--- src/oscp_pkg.sv ---
package oscp_pkg;
	localparam logic [7:0] OSCP_SRC_IDX = 8'h63;
	localparam logic [7:0] OSCP_FILT_IDX = 8'h68;
	localparam logic [7:0] OSCP_LOCK_IDX = 8'h69;
	localparam logic [7:0] OSCP_VCO_IDX = 8'h6a;
	localparam logic [7:0] OSCP_SRC_RST = 8'h00;
	localparam logic [7:0] OSCP_FILT_RST = 8'h8b;
	localparam logic [7:0] OSCP_LOCK_RST = 8'h02;
	localparam logic [7:0] OSCP_VCO_RST = 8'h2b;
	localparam logic [7:0] OSCP_SRC_MASK = 8'hb3;
	localparam logic [7:0] OSCP_LOCK_MASK = 8'h1b;
	localparam int OSCP_SYNC_BIT = 7;
	localparam int OSCP_SEL3_LSB = 4;
	localparam int OSCP_SEL2_LSB = 0;
	localparam int OSCP_CP_LSB = 5;
	localparam int OSCP_RS_LSB = 3;
	localparam int OSCP_CAP_LSB = 1;
	localparam int OSCP_POST_BIT = 0;
	localparam int OSCP_TDC_BIT = 4;
	localparam int OSCP_SYN_BIT = 3;
	localparam int OSCP_CNT_BIT = 1;
	localparam int OSCP_MAN_BIT = 0;
	localparam int OSCP_VCO_LSB = 5;
	localparam logic [9:0] OSCP_PUMP_STEP_UA = 10'h06e;
	typedef enum logic [1:0] {
		OSCP_SRC_PLL = 2'b00,
		OSCP_SRC_REF0 = 2'b01,
		OSCP_SRC_REF1 = 2'b10,
		OSCP_SRC_XTAL = 2'b11
	} oscp_src_t;
	typedef struct packed {
		logic [9:0] pump_ua;
		logic [1:0] series_resistor_code;
		logic [1:0] parallel_cap_code;
		logic post_filter_select;
		logic time_digitizer_off;
		logic crystal_synth_select;
		logic lock_counter_is_16;
		logic lock_manual_override;
		logic [2:0] manual_vco_choice;
		logic [4:0] manual_lock_word;
	} oscp_analog_t;
endpackage : oscp_pkg

--- src/oscp_ctrl.sv ---
// Local design decision: the Wishbone interface to the registers.
`timescale 1ns/10ps
module oscp_ctrl
	import oscp_pkg::*;
(
	input wire logic clk,
	input wire logic resetn,
	input wire logic wb_cyc_i,
	input wire logic wb_stb_i,
	input wire logic wb_we_i,
	input wire logic [9:0] wb_adr_i,
	input wire logic [3:0] wb_sel_i,
	input wire logic [31:0] wb_dat_i,
	output logic [31:0] wb_dat_o,
	output logic wb_ack_o,
	output logic wb_err_o,
	output logic divider_hold,
	output logic divider_restart,
	output oscp_src_t output_source_select2,
	output oscp_src_t output_source_select3,
	output oscp_analog_t analog_cfg,
	output logic lock_manual_active,
	output logic [2:0] lock_vco_choice,
	output logic [4:0] lock_word
);
	////////////////////////////////////////////////////////////////
	logic [7:0] src_q, src_d, filt_q, filt_d, lock_q, lock_d, vco_q, vco_d;
	logic ack_q, err_q, sync_prev_q, restart_q;
	logic [31:0] rdat_q;
	wire req = wb_cyc_i && wb_stb_i && !ack_q && !err_q;
	wire [7:0] idx = wb_adr_i[9:2];
	wire hit_src = idx == OSCP_SRC_IDX;
	wire hit_filt = idx == OSCP_FILT_IDX;
	wire hit_lock = idx == OSCP_LOCK_IDX;
	wire hit_vco = idx == OSCP_VCO_IDX;
	wire mapped = hit_src || hit_filt || hit_lock || hit_vco;
	wire wr_lane = req && wb_we_i && wb_sel_i[0];
	// Reserved bits are not stored, so they always read zero.
	wire [7:0] rsel = hit_src ? src_q : hit_filt ? filt_q : hit_lock ? lock_q :
		hit_vco ? vco_q : 8'h00;

	function automatic logic [7:0] wr_merge(input logic hit, input logic [7:0] old,
		input logic [7:0] mask);
		wr_merge = (hit && wr_lane) ? (wb_dat_i[7:0] & mask) : old;
	endfunction : wr_merge

	always_comb begin
		src_d = wr_merge(hit_src, src_q, OSCP_SRC_MASK);
		filt_d = wr_merge(hit_filt, filt_q, 8'hff);
		lock_d = wr_merge(hit_lock, lock_q, OSCP_LOCK_MASK);
		vco_d = wr_merge(hit_vco, vco_q, 8'hff);
	end

	////////////////////////////////////////////////////////////////
	always_ff @(posedge clk) begin
		if (!resetn) begin
			src_q <= OSCP_SRC_RST;
			filt_q <= OSCP_FILT_RST;
			lock_q <= OSCP_LOCK_RST;
			vco_q <= OSCP_VCO_RST;
			ack_q <= 1'b0;
			err_q <= 1'b0;
			rdat_q <= 32'h0;
			sync_prev_q <= 1'b0;
			restart_q <= 1'b0;
		end else begin
			src_q <= src_d;
			filt_q <= filt_d;
			lock_q <= lock_d;
			vco_q <= vco_d;
			ack_q <= req && mapped;
			err_q <= req && !mapped;
			rdat_q <= {24'h0, rsel};
			sync_prev_q <= src_q[OSCP_SYNC_BIT];
			restart_q <= sync_prev_q && !src_q[OSCP_SYNC_BIT];
		end
	end

	assign wb_ack_o = ack_q;
	assign wb_err_o = err_q;
	assign wb_dat_o = ack_q ? rdat_q : 32'h0;

	////////////////////////////////////////////////////////////////
	// Hold spans the whole time the sync bit is set; the release is one shared pulse
	// so every affected divider starts from the same edge with coarse phase zero.
	assign divider_hold = src_q[OSCP_SYNC_BIT];
	assign divider_restart = restart_q;
	assign output_source_select2 = oscp_src_t'(src_q[OSCP_SEL2_LSB +: 2]);
	assign output_source_select3 = oscp_src_t'(src_q[OSCP_SEL3_LSB +: 2]);

	wire [2:0] pump_code = filt_q[OSCP_CP_LSB +: 3];
	always_comb begin
		analog_cfg.pump_ua = 10'(({7'h0, pump_code} + 10'h001) * OSCP_PUMP_STEP_UA);
		analog_cfg.series_resistor_code = filt_q[OSCP_RS_LSB +: 2];
		analog_cfg.parallel_cap_code = filt_q[OSCP_CAP_LSB +: 2];
		analog_cfg.post_filter_select = filt_q[OSCP_POST_BIT];
		analog_cfg.time_digitizer_off = lock_q[OSCP_TDC_BIT];
		analog_cfg.crystal_synth_select = lock_q[OSCP_SYN_BIT];
		analog_cfg.lock_counter_is_16 = lock_q[OSCP_CNT_BIT];
		analog_cfg.lock_manual_override = lock_q[OSCP_MAN_BIT];
		analog_cfg.manual_vco_choice = vco_q[OSCP_VCO_LSB +: 3];
		analog_cfg.manual_lock_word = vco_q[4:0];
	end

	// Manual values reach lock_vco_choice and lock_word only while the override is set; analog_cfg always carries them.
	assign lock_manual_active = lock_q[OSCP_MAN_BIT];
	assign lock_vco_choice = lock_q[OSCP_MAN_BIT] ? vco_q[OSCP_VCO_LSB +: 3] : 3'h0;
	assign lock_word = lock_q[OSCP_MAN_BIT] ? vco_q[4:0] : 5'h00;

	////////////////////////////////////////////////////////////////
	sync_hold_a: assert property (@(posedge clk) disable iff (!resetn)
		$rose(src_q[OSCP_SYNC_BIT])
		|-> divider_hold [*2])
		else $error("divider hold missing after sync set");

	hold_write_a: assert property (@(posedge clk) disable iff (!resetn)
		wr_lane && hit_src
		|=> divider_hold == $past(wb_dat_i[OSCP_SYNC_BIT]))
		else $error("divider hold does not follow sync bit");

	restart_pulse_a: assert property (@(posedge clk) disable iff (!resetn)
		$fell(divider_hold)
		|=> divider_restart ##1 !divider_restart)
		else $error("divider restart not a single pulse");

	restart_cause_a: assert property (@(posedge clk) disable iff (!resetn)
		divider_restart
		|-> !divider_hold && $past(divider_hold, 2))
		else $error("restart without sync release");

	restart_single_a: assert property (@(posedge clk) disable iff (!resetn)
		divider_restart
		|=> !divider_restart)
		else $error("restart pulse longer than one cycle");

	restart_idle_a: assert property (@(posedge clk) disable iff (!resetn)
		divider_hold
		|-> !divider_restart)
		else $error("restart while dividers held");

	src_write_a: assert property (@(posedge clk) disable iff (!resetn)
		wr_lane && hit_src
		|=> output_source_select3 == oscp_src_t'($past(wb_dat_i[5:4])))
		else $error("source select not updated");

	src2_write_a: assert property (@(posedge clk) disable iff (!resetn)
		wr_lane && hit_src
		|=> output_source_select2 == oscp_src_t'($past(wb_dat_i[1:0])))
		else $error("second source select not updated");

	src_keep_a: assert property (@(posedge clk) disable iff (!resetn)
		!(wr_lane && hit_src)
		|=> $stable(src_q))
		else $error("source register changed without write");

	src_reserved_a: assert property (@(posedge clk) disable iff (!resetn)
		(src_q & ~OSCP_SRC_MASK)
		== 8'h00)
		else $error("source reserved bits stored");

	filt_write_a: assert property (@(posedge clk) disable iff (!resetn)
		wr_lane && hit_filt |=> analog_cfg.post_filter_select == $past(wb_dat_i[0]) &&
		analog_cfg.series_resistor_code == $past(wb_dat_i[4:3]))
		else $error("filter fields not updated");

	cap_write_a: assert property (@(posedge clk) disable iff (!resetn)
		wr_lane && hit_filt
		|=> analog_cfg.parallel_cap_code == $past(wb_dat_i[2:1]))
		else $error("capacitor code not updated");

	pump_top_a: assert property (@(posedge clk) disable iff (!resetn)
		wr_lane && hit_filt && wb_dat_i[7:5] == 3'h7
		|=> analog_cfg.pump_ua == 10'h370)
		else $error("pump current wrong at top code");

	pump_low_a: assert property (@(posedge clk) disable iff (!resetn)
		wr_lane && hit_filt && wb_dat_i[7:5] == 3'h0
		|=> analog_cfg.pump_ua == 10'h06e)
		else $error("pump current wrong at bottom code");

	pump_scale_a: assert property (@(posedge clk) disable iff (!resetn)
		analog_cfg.pump_ua >= 10'h06e &&
		analog_cfg.pump_ua <= 10'h370)
		else $error("pump current out of range");

	pump_step_a: assert property (@(posedge clk) disable iff (!resetn)
		analog_cfg.pump_ua % 10'h06e
		== 10'h000)
		else $error("pump current off the step grid");

	filt_keep_a: assert property (@(posedge clk) disable iff (!resetn)
		!(wr_lane && hit_filt)
		|=> $stable(filt_q))
		else $error("filter register changed without write");

	lock_write_a: assert property (@(posedge clk) disable iff (!resetn)
		wr_lane && hit_lock |=> lock_manual_active == $past(wb_dat_i[0]) &&
		analog_cfg.crystal_synth_select == $past(wb_dat_i[3]))
		else $error("lock controls not updated");

	tdc_write_a: assert property (@(posedge clk) disable iff (!resetn)
		wr_lane && hit_lock
		|=> analog_cfg.time_digitizer_off == $past(wb_dat_i[4]))
		else $error("time digitizer control not updated");

	cnt_write_a: assert property (@(posedge clk) disable iff (!resetn)
		wr_lane && hit_lock
		|=> analog_cfg.lock_counter_is_16 == $past(wb_dat_i[1]))
		else $error("lock counter width not updated");

	lock_keep_a: assert property (@(posedge clk) disable iff (!resetn)
		!(wr_lane && hit_lock)
		|=> $stable(lock_q))
		else $error("lock register changed without write");

	lock_reserved_a: assert property (@(posedge clk) disable iff (!resetn)
		(lock_q & ~OSCP_LOCK_MASK)
		== 8'h00)
		else $error("lock reserved bits stored");

	vco_write_a: assert property (@(posedge clk) disable iff (!resetn)
		wr_lane && hit_vco
		|=> analog_cfg.manual_lock_word == $past(wb_dat_i[4:0]))
		else $error("lock word not updated");

	vco_choice_write_a: assert property (@(posedge clk) disable iff (!resetn)
		wr_lane && hit_vco
		|=> analog_cfg.manual_vco_choice == $past(wb_dat_i[7:5]))
		else $error("vco choice not updated");

	vco_keep_a: assert property (@(posedge clk) disable iff (!resetn)
		!(wr_lane && hit_vco)
		|=> $stable(vco_q))
		else $error("vco register changed without write");

	manual_gate_a: assert property (@(posedge clk) disable iff (!resetn)
		!lock_manual_active
		|-> lock_word == 5'h00 && lock_vco_choice == 3'h0)
		else $error("manual word leaks in auto mode");

	manual_pass_a: assert property (@(posedge clk) disable iff (!resetn)
		lock_manual_active |-> lock_word == analog_cfg.manual_lock_word &&
		lock_vco_choice == analog_cfg.manual_vco_choice)
		else $error("manual values not passed in manual mode");

	manual_flag_a: assert property (@(posedge clk) disable iff (!resetn)
		lock_manual_active
		== analog_cfg.lock_manual_override)
		else $error("manual flag disagrees with override");

	bus_answer_a: assert property (@(posedge clk) disable iff (!resetn)
		req
		|=> wb_ack_o || wb_err_o)
		else $error("bus request not answered");

	ack_pulse_a: assert property (@(posedge clk) disable iff (!resetn)
		wb_ack_o
		|=> !wb_ack_o)
		else $error("ack longer than one cycle");

	err_pulse_a: assert property (@(posedge clk) disable iff (!resetn)
		wb_err_o
		|=> !wb_err_o)
		else $error("err longer than one cycle");

	ack_err_excl_a: assert property (@(posedge clk) disable iff (!resetn)
		!(wb_ack_o
		&& wb_err_o))
		else $error("ack and err together");

	idle_data_a: assert property (@(posedge clk) disable iff (!resetn)
		!wb_ack_o
		|-> wb_dat_o == 32'h0)
		else $error("read data outside ack");

	data_upper_a: assert property (@(posedge clk) disable iff (!resetn)
		wb_dat_o[31:8]
		== 24'h0)
		else $error("upper read data not zero");

	ack_cause_a: assert property (@(posedge clk) disable iff (!resetn)
		wb_ack_o
		|-> $past(req) && $past(mapped))
		else $error("ack without mapped request");

	err_cause_a: assert property (@(posedge clk) disable iff (!resetn)
		wb_err_o
		|-> $past(req) && !$past(mapped))
		else $error("err without unmapped request");

	no_request_a: assert property (@(posedge clk) disable iff (!resetn)
		!(wb_cyc_i && wb_stb_i)
		|=> !wb_ack_o && !wb_err_o)
		else $error("answer without request");

	read_src_a: assert property (@(posedge clk) disable iff (!resetn)
		req && !wb_we_i && hit_src
		|=> wb_dat_o[7:0] == $past(src_q))
		else $error("source read data wrong");

	read_filt_a: assert property (@(posedge clk) disable iff (!resetn)
		req && !wb_we_i && hit_filt
		|=> wb_dat_o[7:0] == $past(filt_q))
		else $error("filter read data wrong");

	read_lock_a: assert property (@(posedge clk) disable iff (!resetn)
		req && !wb_we_i && hit_lock
		|=> wb_dat_o[7:0] == $past(lock_q))
		else $error("lock read data wrong");

	read_vco_a: assert property (@(posedge clk) disable iff (!resetn)
		req && !wb_we_i && hit_vco
		|=> wb_dat_o[7:0] == $past(vco_q))
		else $error("vco read data wrong");

	unmapped_keep_a: assert property (@(posedge clk) disable iff (!resetn)
		req && !mapped |=> $stable(src_q) && $stable(filt_q) &&
		$stable(lock_q) && $stable(vco_q))
		else $error("unmapped access changed a register");

	lane_off_a: assert property (@(posedge clk) disable iff (!resetn)
		req && wb_we_i && !wb_sel_i[0] |=> $stable(src_q) && $stable(filt_q) &&
		$stable(lock_q) && $stable(vco_q))
		else $error("write without lane changed a register");

	read_keep_a: assert property (@(posedge clk) disable iff (!resetn)
		req && !wb_we_i |=> $stable(src_q) && $stable(filt_q) &&
		$stable(lock_q) && $stable(vco_q))
		else $error("read changed a register");

	reset_default_a: assert property (@(posedge clk)
		!resetn |=> analog_cfg.lock_counter_is_16 && analog_cfg.post_filter_select &&
		analog_cfg.manual_vco_choice == 3'h1 && !divider_hold)
		else $error("defaults not loaded");

	reset_src_a: assert property (@(posedge clk)
		!resetn |=> output_source_select2 == OSCP_SRC_PLL &&
		output_source_select3 == OSCP_SRC_PLL)
		else $error("source select default not loaded");

	reset_pump_a: assert property (@(posedge clk)
		!resetn |=> analog_cfg.pump_ua == 10'h226 &&
		analog_cfg.series_resistor_code == 2'h1 && analog_cfg.parallel_cap_code == 2'h1)
		else $error("filter defaults not loaded");

	reset_lock_a: assert property (@(posedge clk)
		!resetn |=> !analog_cfg.time_digitizer_off && !analog_cfg.crystal_synth_select &&
		!analog_cfg.lock_manual_override && analog_cfg.manual_lock_word == 5'h0b)
		else $error("lock defaults not loaded");

	reset_bus_a: assert property (@(posedge clk)
		!resetn |=> !wb_ack_o && !wb_err_o &&
		!divider_restart && wb_dat_o == 32'h0)
		else $error("bus outputs not idle after reset");
endmodule : oscp_ctrl

--- config.mk ---
export PLATFORM = sky130hd
export DESIGN_NAME = oscp_ctrl
export DESIGN_NICKNAME = d
export VERILOG_FILES = /design/src/oscp_pkg.sv /design/src/oscp_ctrl.sv
export SDC_FILE = /design/constraint.sdc
export NUM_CORES = 1
export LEC_CHECK = 0
export ABC_AREA = 1
export BUFFER_PORTS_ARGS = -buffer_cell sky130_fd_sc_hd__buf_4
export CAP_MARGIN = 20
export CORE_ASPECT_RATIO = 1.5
export CORE_UTILIZATION = 46
export DETAILED_ROUTE_END_ITERATION = 10
export PLACE_DENSITY = 0.81
export SLEW_MARGIN = 25
export SYNTH_ARGS = -nofsm -noshare
export SYNTH_HDL_FRONTEND = slang
export SYNTH_SLANG_ARGS = --single-unit
export TNS_END_PERCENT = 20
--- constraint.sdc ---
create_clock -name clk -period 3.65 [get_ports clk]
set_clock_uncertainty 0.2 [all_clocks]
set_input_delay 0.5475 -clock clk [delete_from_list [all_inputs] [get_ports clk]]
set_output_delay 0.5475 -clock clk [all_outputs]
set_load 0.005 [all_outputs]
After elaboration in Yosys (flattened, before gate mapping). Index checks and enable logic that the tools add are counted. W data, S select, Z words.

$mul: 1. Add/subtract/negate cells: 1. Eq/ne operators: 4. Reductions and logical operators: 19. Multiplexer cells: 7.

Operators by type and width (number): $eq A8 B7 Y1 const B (4); $mux W32 (1); $mux W8 (4); $logic_and A1 B1 Y1 (12); $mul A4 B6 Y9 const B (1); $mux W5 (1); $add A3 B1 Y4 const B (1); $logic_not A1 Y1 (4); $logic_or A1 B1 Y1 (3); $mux W3 (1).

Output and inout bits: 76. Bits in registers: 61. Word-level logic and storage cells: 42. Bits of input ports: 51.

Logic depth before layout (Yosys ltp). Gate-level depths: netlist of the first run.

Word-level depth: 6. Mapped depth: 13. Depth with buffers taken out: 13.

Least setup slack after synthesis of the first run. Ideal clock, no wire load.

Kind: reg-to-output. From: reg filt_q[5]. To: out analog_cfg[24] in the netlist's numbering. Stages on the path, launching flop included: 10. Path buffers: 0. Arrival time: 2648 ps. Data required time: 2902 ps. Slack: 255 ps. Path through: dfxtp_1 inv_1 ha_1 inv_1 fa_1 fa_1 ha_1 a21o_1 o21bai_1 xor2_1.

RTL lines: start, declared (RTL line oscp_ctrl.sv:27) `logic [7:0] src_q, src_d, filt_q, filt_d, lock_q, lock_d, vco_q, vco_d;`; start signal, assigned (RTL line oscp_ctrl.sv:68) `filt_q <= filt_d;`; end, declared (RTL line oscp_ctrl.sv:21) `output oscp_analog_t analog_cfg,`.

==> results of run 1 <==
## layout by cell type (no fill, tap or decap), drive strengths merged
cell type	n
a21o	1
a21oi	3
buf	78
clkbuf	7
conb	25
dfxtp	37
fa	3
ha	17
inv	55
nand2	98
nand3	39
nand4	5
nor2	55
o21ai	2
o21bai	1
or2	2
xnor2	2
xor2	5
## state kept, by name (all words and copies together), names as in the netlist
register and cells:
filt_q 8, rdat_q 8, vco_q 8, src_q 5, lock_q 4, divider_restart 1, sync_prev_q 1, wb_ack_o 1
wb_err_o 1
## per-layer routing
metal,track usage,vias to the layer above,wire [um]
met3,0.0259,23,240
met2,0.381,85,3180
met5,0,-,0
li1,-,1190,-
met4,0.126,0,252
met1,0.219,1027,2220
## cell families (layout without fill, tap and decap cells)
group | after synthesis | count (layout)
compound gates | 7 | 7
xor+xnor | 7 | 7
buf+inv | 92 | 140
flops | 37 | 37
fa+ha+maj | 20 | 20
other cells | 1 | 25
simple gates | 199 | 199
## repair_timing
item / 4_1_cts / 5_1_grt
setup endpoints to repair: 2 / 2
resized for setup: 7 / 10
buffers inserted: 0 / 4
pin swaps: 0 / 6
## worst register-to-register path: cells and delay by family (launching register included)
family                 cells  cell delay (ps)
buffers and inverters      1              150
and+or+nand+nor            6              850
DFF                        1              400
## final cells by class
type / count / area (um2)
clock inverters: 1 / 8.76
well taps: 68 / 85.1
repair buffers: 78 / 586
clock buffers: 7 / 96.3
multi-input cells: 258 / 1450
flip-flops and latches: 37 / 748
inverters: 54 / 205
fillers: 503 / 2030
## worst paths after layout
path,slack [ps],to,depth (start not counted)
setup reg to reg,2000,filt_q[4],7
hold / removal,220,divider_restart,2
hold reg to reg,220,divider_restart,2
setup / recovery,30,analog_cfg[24],10
## power by group through the flow
| stage | registers (mW) | clock network [mW] | logic, mW |
|---|---|---|---|
| after floorplan | 0.414 | 0 | 0.0556 |
| after global placement | 0.414 | 0 | 0.0621 |
| after detailed placement | 0.414 | 0 | 0.0630 |
| after CTS | 0.405 | 0.316 | 0.0633 |
| after global routing | 0.403 | 0.339 | 0.0717 |
| final | 0.403 | 0.318 | 0.0639 |
==> run_results.csv, run 1 <==
group,metric,value,unit
yosys,synth_top_area_cell,"dfxtp_1",
grt,grt_start_max_net_pins,31,
power,powerDensity,247,nW/um2
drt,viasPerCell,4.62,
drt,dr.pass1.iters,4,
power,p_switching,0.184,mW
drt,wl_per_cell,11.7,um
yosys,synth_top_family_by_area,"simple AND/OR/NAND/NOR gates",
yosys,synth_compound_area_frac,0.0160,
yosys,yosysWarnings,0,
yosys,ys_seq_area_frac,0.296,
grt,antenna_found_initial,0,
placement,dp_hpwl,4.56,mm
min_path,hold_class,"reg2reg",
cts,root_buffer,"clkbuf_8",
yosys,yosys.area.top_type_share,0.296,
floorplan,start_util,0.481,
power,fin_total_pwr,0.785,mW
floorplan,dieArea,5750,um2
min_path,min_from,"sync_prev_q",
yosys,synthMuxAreaShare,0,
worst_setup_path,critical_path_class,"reg2out",
grt,grt_pass1_wl,9.45,mm
yosys,syn_inst,363,
sta,fin_ws,27.2,ps
final_layout,drive_gt1_frac,0.271,
placement,place.gp.congestion,0.938,
power,swShare,0.234,
drt,wl,5.90,mm
placement,portBuffers,72,
placement,post-place-ws,137,ps
drt,vias,2325,
worst_setup_path,path_cells,"ha_4 > xnor2_2 > inv_2 > fa_1 > fa_2 > ha_1 > nand2_1 > o21bai_1 > xor2_1 > buf_4",
worst_setup_path,critPathSlowestCell,"fa_1",
worst_setup_path,r2r_start,"wb_ack_o",
sta,maxSlewViolCount,0,
cts,cts_made_buffers,5,
power,power.internal,0.601,mW
placement,placedCellCount,491,
cts,clock_latency,290,ps
cts,clock_path_buffers,2,
yosys,synth-xor-area-share,0.0245,
worst_setup_path,cp-end-kind,"primary output",
drt,drc,0,
cts,holdBufCountCts,0,
worst_setup_path,crit_arrival,2880,ps
worst_setup_path,startpoint_type,"flop",
sta,min_period,3620,ps
final_layout,final_cells,503,
yosys,synth_simple_gate_area_frac,0.363,
final_layout,antenna_cells,0,
flow_run,cap_viol_max_count,0,
yosys,synth_edf_count,0,
drt,drt_iter0_markers,63,
power,ir_drop,0.000209,V
cts,clkSinkCount,37,
power,clockPowerShare,0.405,
yosys,synthTopCellsByCount,"93 x nand2_1, 51 x inv_1, 46 x nor2_1",
placement,place_area,2960,um2
yosys,avgSynthCellArea,6.90,um2
cts,clk_pin_slew,80,ps
sta,fin_crit_sh,0.993,
floorplan,dieWidth,62.3,um
grt,grt_pass1_vias,2095,
worst_setup_path,crit_family,"adder cells",
grt,grt_use_total,0.206,
worst_setup_path,crit_buf_inv,2,
yosys,synthDistinctLibCells,27,
grt,grt_overflow,0,
yosys,ys.flop_type,"dfxtp_1",
final_layout,post-route-util,0.610,
worst_setup_path,slowest_delay,450,ps
floorplan,core,5200,um2
floorplan,fp.dieH,92.4,um
yosys,synth_most_common_cell,"nand2_1",
sta,hold_viol,0,
yosys,synthesis.area,2500,um2
run_status,status,"finished, final reports clean",
yosys,synthArstFlopShare,0,
yosys,ys_seq_elements,37,
power,p_comb_frac,0.081,
yosys,synthAdderAreaFrac,0.109,
final_layout,design_area,3180,um2
sta,max_freq,0.276,GHz
worst_setup_path,startpoint,"filt_q[6]",
cts,cts_tree,"done",
yosys,synthTopCellsByArea,"dfxtp_1 30%, nand2_1 14%, buf_4 9.6%, ha_1 8.5%, nand3_1 7.8%",
worst_setup_path,critPathRequiredTime,2900,ps
sta,tns,0,ps
floorplan,num_rows,32,
power,seq_power_share,0.514,
drt,ant_nets,0,
cts,htree_levels,2,
final_layout,nNetsFinal,505,
floorplan,ios,127,
power,leakagePower,1.85,nW
worst_setup_path,crit_path_max_fanout,5,
sta,setup_violations,0,
sta,fin_hold_ws,219,ps
final_layout,area_growth,26.8,%
(Power assumes the default switching activity.)
==> run 2: changes to the inputs <==
--- a/config.mk
+++ b/config.mk
@@ -8,10 +8,12 @@
 export ABC_AREA = 1
 export BUFFER_PORTS_ARGS = -buffer_cell sky130_fd_sc_hd__buf_4
 export CAP_MARGIN = 20
+export CELL_PAD_IN_SITES_DETAIL_PLACEMENT = 1
+export CELL_PAD_IN_SITES_GLOBAL_PLACEMENT = 1
 export CORE_ASPECT_RATIO = 1.5
-export CORE_UTILIZATION = 46
+export CORE_UTILIZATION = 31
 export DETAILED_ROUTE_END_ITERATION = 10
-export PLACE_DENSITY = 0.81
+export PLACE_DENSITY_LB_ADDON = 0.08
 export SLEW_MARGIN = 25
 export SYNTH_ARGS = -nofsm -noshare
 export SYNTH_HDL_FRONTEND = slang
==> run 2 against run 1 <==
Compared with the run above:
- total power up 16%
- via count shrank 0.65%
- clock power up 37%
- combinational power up 3.8%
- flip-flop and latch count stayed put
- first-iteration DRC count is 52% lower
- maximum frequency increased by 2.4%
- sequential power about the same
- die area up 47%
==> run_results.csv, run 2 (synthesis gave the netlist of run 1 again) <==
group,metric,value,unit
cts,holdBufCountCts,0,
worst_setup_path,critPathRequiredTime,2900,ps
power,ir_drop,0.000218,V
floorplan,ios,127,
final_layout,final_cells,535,
worst_setup_path,slowest_delay,470,ps
floorplan,dieWidth,75.4,um
min_path,worstHoldEndpoint,"divider_restart",
grt,grt_pass1_wl,11.2,mm
final_layout,reg.largest.list,"filt_q: 8 flops, rdat_q: 8 flops, vco_q: 8 flops",
min_path,min_from,"sync_prev_q",
placement,portBuffers,72,
final_layout,layout_common_cells,"93 x nand2_1, 76 x buf_4, 49 x inv_1, 45 x nor2_1, 39 x nand3_1",
sta,maxSlewViolCount,0,
placement,placedCellCount,526,
floorplan,fp.dieH,112,um
final_layout,area_growth,29.7,%
worst_setup_path,crit_path_max_fanout,6,
cts,root_buffer,"clkbuf_16",
worst_setup_path,r2r_start,"wb_ack_o",
worst_setup_path,critPathSlowestCell,"fa_2",
final_layout,n_fill_cell,1044,
cts,htree_levels,2,
placement,post-place-ws,110,ps
final_layout,nNetsFinal,503,
run_status,status,"finished, final reports clean",
power,leakagePower,1.86,nW
cts,cts_tree,"done",
min_path,hold_path_depth,2,
worst_setup_path,critical_path_class,"reg2out",
worst_setup_path,cp.depth,13,
sta,setup_violations,0,
grt,antenna_found_initial,0,
floorplan,dieArea,8450,um2
final_layout,design_area,3250,um2
final_layout,antenna_cells,0,
grt,grt_start_max_net_pins,31,
worst_setup_path,startpoint_type,"flop",
power,powerDensity,279,nW/um2
sta,fin_ws,112,ps
worst_setup_path,r2r_cells,7,
worst_setup_path,ff2ff_setup_slack,1970,ps
cts,cts_made_buffers,5,
drt,drc,0,
drt,ant_nets,0,
worst_setup_path,crit_buf_inv,5,
min_path,hold_class,"reg2reg",
worst_setup_path,path_cells,"inv_1 > buf_4 > nor2_4 > fa_2 > ha_1 > inv_1 > fa_2 > inv_1 > nand4_1 > nand3_1 > nand2_1 > nand2_1 > buf_4",
drt,viasPerCell,4.32,
grt,grt_use_total,0.175,
flow_run,cap_viol_max_count,0,
drt,drt_iter0_markers,30,
sta,max_freq,0.283,GHz
power,fin_total_pwr,0.908,mW
cts,clock_path_buffers,2,
worst_setup_path,crit_path_frequent_cell,"inv_1",
final_layout,drive_gt1_frac,0.270,
cts,clkSinkCount,37,
drt,dr.pass1.iters,4,
grt,grt_overflow,0,
floorplan,num_rows,39,
sta,hold_viol,0,
drt,wl,6.92,mm
final_layout,layout_commonest_cell,"nand2_1",
cts,clock_latency,280,ps
drt,vias,2310,
worst_setup_path,cp-end-kind,"primary output",
placement,place.gp.congestion,0.797,
drt,wl_per_cell,12.9,um
floorplan,core,7710,um2
worst_setup_path,crit_family,"adder cells",
floorplan,start_util,0.325,
sta,min_period,3540,ps
placement,place_area,3010,um2
placement,dp_hpwl,5.71,mm
sta,fin_crit_sh,0.969,
grt,grt_pass1_vias,2307,
worst_setup_path,r2r_end,"filt_q[5]",
cts,clk_pin_slew,60,ps
worst_setup_path,crit_arrival,2790,ps
[run 2: metal layers]
metal | wire length (um) | global-route usage
met3 | 199 | 0.0278
met2 | 3920 | 0.329
met4 | 108 | 0.0469
met1 | 2700 | 0.194
met5 | 0 | 0
[run 2: how the worst max path moves through the flow]
stage / from / endpoint / slack, ps
floorplan: filt_q[5] / analog_cfg[24] / 250
global placement: filt_q[6] / analog_cfg[24] / 230
detailed placement: filt_q[6] / analog_cfg[26] / 110
CTS: filt_q[6] / analog_cfg[24] / 30
global route: filt_q[6] / analog_cfg[26] / -5
finish: filt_q[5] / analog_cfg[26] / 110
[run 2: timing repair]
action / CTS / global route
setup buffers: 1 / 0
gates resized for setup: 9 / 7
setup endpoints to repair: 2 / 2
gates cloned: 0 / 0
pin swaps: 1 / 6
[run 2: cell type report]
class / instances / area, um2 / share of cell area
timing repair buffer: 76 / 571 / 0.176
clock inverter: 2 / 13.8 / 0.00424
multi-input combinational: 258 / 1450 / 0.446
sequential: 37 / 746 / 0.229
tap: 102 / 128 / 0.0393
inverter: 54 / 205 / 0.0631
clock buffer: 6 / 139 / 0.0427
[run 2: through the flow]
step | TNS, ps | hold slack [ps] | utilization
2_1_floorplan | 0 | 195 | -
3_3_place_gp | 0 | 202 | 0.391
3_5_place_dp | 0 | 219 | 0.391
4_1_cts | 0 | 231 | 0.418
5_1_grt | -5.21 | 263 | 0.421
6_report | 0 | 230 | 0.421
[run 2: power by group]
part	internal (mW)	switching, mW	total (mW)	leakage, nW
registers	0.404	0.000512	0.404	0.300
clock network	0.271	0.165	0.437	0.0768
logic	0.0241	0.0422	0.0663	1.49
[run 2: worst register-to-register path, stage by stage, from the launching register on]
cell,delay (ps)
dfxtp_1,400
nor2_2,150
nand2_2,100
nor2_8,270
inv_4,150
nor2_8,170
nor2_1,60
nor2_1,100
==> run 3: changes to the inputs <==
--- a/config.mk
+++ b/config.mk
@@ -13,7 +13,9 @@
 export CORE_ASPECT_RATIO = 1.5
 export CORE_UTILIZATION = 31
 export DETAILED_ROUTE_END_ITERATION = 10
-export PLACE_DENSITY_LB_ADDON = 0.08
+export HOLD_SLACK_MARGIN = 0.1
+export PLACE_DENSITY_LB_ADDON = 0.1
+export RECOVER_POWER = 100
 export SLEW_MARGIN = 25
 export SYNTH_ARGS = -nofsm -noshare
 export SYNTH_HDL_FRONTEND = slang
==> run 3 against run 2 <==
Compared with the run above:
- sequential share of layout area about the same
- non-clock buffer count up 1
- maximum frequency down 0.23%
- final cell count up 0.19%
- critical endpoint is now analog_cfg[24]
- flip-flop and latch count unchanged
- first-iteration DRC count up 63%
- critical path type unchanged
==> run_results.csv, run 3 (synthesis gave the netlist of run 1 again) <==
group,metric,value,unit
power,fin_total_pwr,0.905,mW
floorplan,fp.dieH,112,um
final_layout,drive_gt1_frac,0.265,
drt,drt_iter0_markers,49,
drt,viasPerCell,4.35,
final_layout,area_growth,30.0,%
cts,htree_levels,2,
cts,cts_made_buffers,5,
grt,antenna_found_initial,0,
sta,fin_crit_sh,0.971,
floorplan,num_rows,39,
cts,clock_path_buffers,2,
worst_setup_path,crit_family,"adder cells",
sta,rsz0062_at_grt,"yes",
final_layout,layout_commonest_cell,"nand2_1",
sta,fin_hold_ws,220,ps
power,leakagePower,1.86,nW
final_layout,nNetsFinal,504,
floorplan,core,7710,um2
sta,tns,0,ps
worst_setup_path,path_cells,"ha_4 > xnor2_4 > inv_2 > fa_1 > fa_2 > ha_1 > a21o_1 > o21bai_1 > xor2_1 > buf_4",
drt,dr_wl_met3,288,um
cts,clk_pin_slew,60,ps
power,powerDensity,278,nW/um2
grt,grt_use_total,0.176,
placement,portBuffers,72,
cts,clock_latency,280,ps
worst_setup_path,startpoint_type,"flop",
grt,grt_start_max_net_pins,31,
cts,cts_tree,"done",
sta,slew_headroom,0.0980,
placement,place.gp.congestion,0.787,
sta,setup_violations,0,
drt,vias,2331,
drt,wirelength_met1,2.67,mm
final_layout,antenna_cells,0,
drt,drc,0,
drt,top_layer,"met4",
final_layout,reg.largest.list,"filt_q: 8 flops, rdat_q: 8 flops, vco_q: 8 flops",
drt,wl,7.03,mm
floorplan,start_util,0.325,
worst_setup_path,critical_path_class,"reg2out",
worst_setup_path,cp-end-kind,"primary output",
cts,holdBufCountCts,0,
sta,min_period,3550,ps
run_status,status,"finished, final reports clean",
grt,grt_pass1_wl,11.3,mm
floorplan,dieWidth,75.4,um
placement,placedCellCount,525,
drt,dr.pass1.iters,4,
grt,grt_pass1_vias,2376,
worst_setup_path,crit_buf_inv,2,
floorplan,dieArea,8450,um2
worst_setup_path,slowest_delay,440,ps
final_layout,layout_common_cells,"93 x nand2_1, 52 x buf_4, 47 x inv_1, 46 x nor2_1, 39 x nand3_1",
min_path,hold_class,"reg2reg",
drt,wl_per_cell,13.1,um
final_layout,final_cells,536,
worst_setup_path,critPathSlowestCell,"fa_1",
sta,maxSlewViolCount,0,
power,ir_drop,0.000149,V
flow_run,cap_viol_max_count,0,
sta,max_freq,0.282,GHz
drt,ant_nets,0,
floorplan,ios,127,
worst_setup_path,crit_path_max_fanout,4,
drt,wl_met2,3.93,mm
worst_setup_path,critPathRequiredTime,2900,ps
final_layout,post-route-util,0.422,
cts,root_buffer,"clkbuf_16",
placement,dp_hpwl,5.59,mm
worst_setup_path,crit_arrival,2800,ps
cts,clkSinkCount,37,
sta,tightest_slew,1350,ps
grt,grt_overflow,0,
sta,hold_viol,0,
-- run 3: cell types whose count changed in the layout (fill, tap and decap cells not counted), moves of 2 or more --
cell,before,now
xnor2_2,2,0
clkbuf_4,0,23
buf_4,76,52
inv_2,4,6
inv_1,49,47
clkbuf_1,0,2
-- run 3: metrics by stage --
stage	setup WS [ps]	cell area (um2)
2_1_floorplan	255	2590
3_3_place_gp	162	3010
3_5_place_dp	95.6	3010
4_1_cts	27.2	3210
5_1_grt	-53.8	3260
6_report	104	3260
-- run 3: worst register-to-register path: cells and delay by family, from the launching register on --
family          cells  cell delay, ps
simple gates        4             610
compound gates      1             180
flops               1             400
buf+inv             1             150
-- run 3: metal layers --
| layer | track usage | vias up |
|---|---|---|
| li1 | - | 1187 |
| met2 | 0.338 | 64 |
| met3 | 0.0278 | 10 |
| met1 | 0.185 | 1070 |
| met5 | 0 | - |
| met4 | 0.0556 | 0 |
-- run 3: cell type report --
class / instances / area (um2)
tap: 102 / 128
timing repair buffer: 77 / 571
clock buffer: 6 / 139
inverter: 54 / 205
clock inverter: 2 / 13.8
sequential: 37 / 748
multi-input combinational: 258 / 1450
fill: 1027 / 4450
-- run 3: path summary, 6_finish.rpt --
path,from,to,slack [ps],cells after the start
min reg2reg,sync_prev_q,divider_restart,220,2
max,filt_q[6],analog_cfg[24],100,10
min,sync_prev_q,divider_restart,220,2
max reg2reg,wb_ack_o,lock_q[1],1950,6
-- run 3: timing repair --
item                                    CTS  global route
endpoints found under the hold margin     0             0
pin swaps                                 2             7
gates cloned                              0             0
resized for setup                        10             9
buffers inserted                          1             2
endpoints found under the setup margin    2             2
-- run 3: power breakdown --
group          internal, mW  switching (mW)
clock network         0.271           0.165
logic                0.0237          0.0411
registers             0.403        0.000517
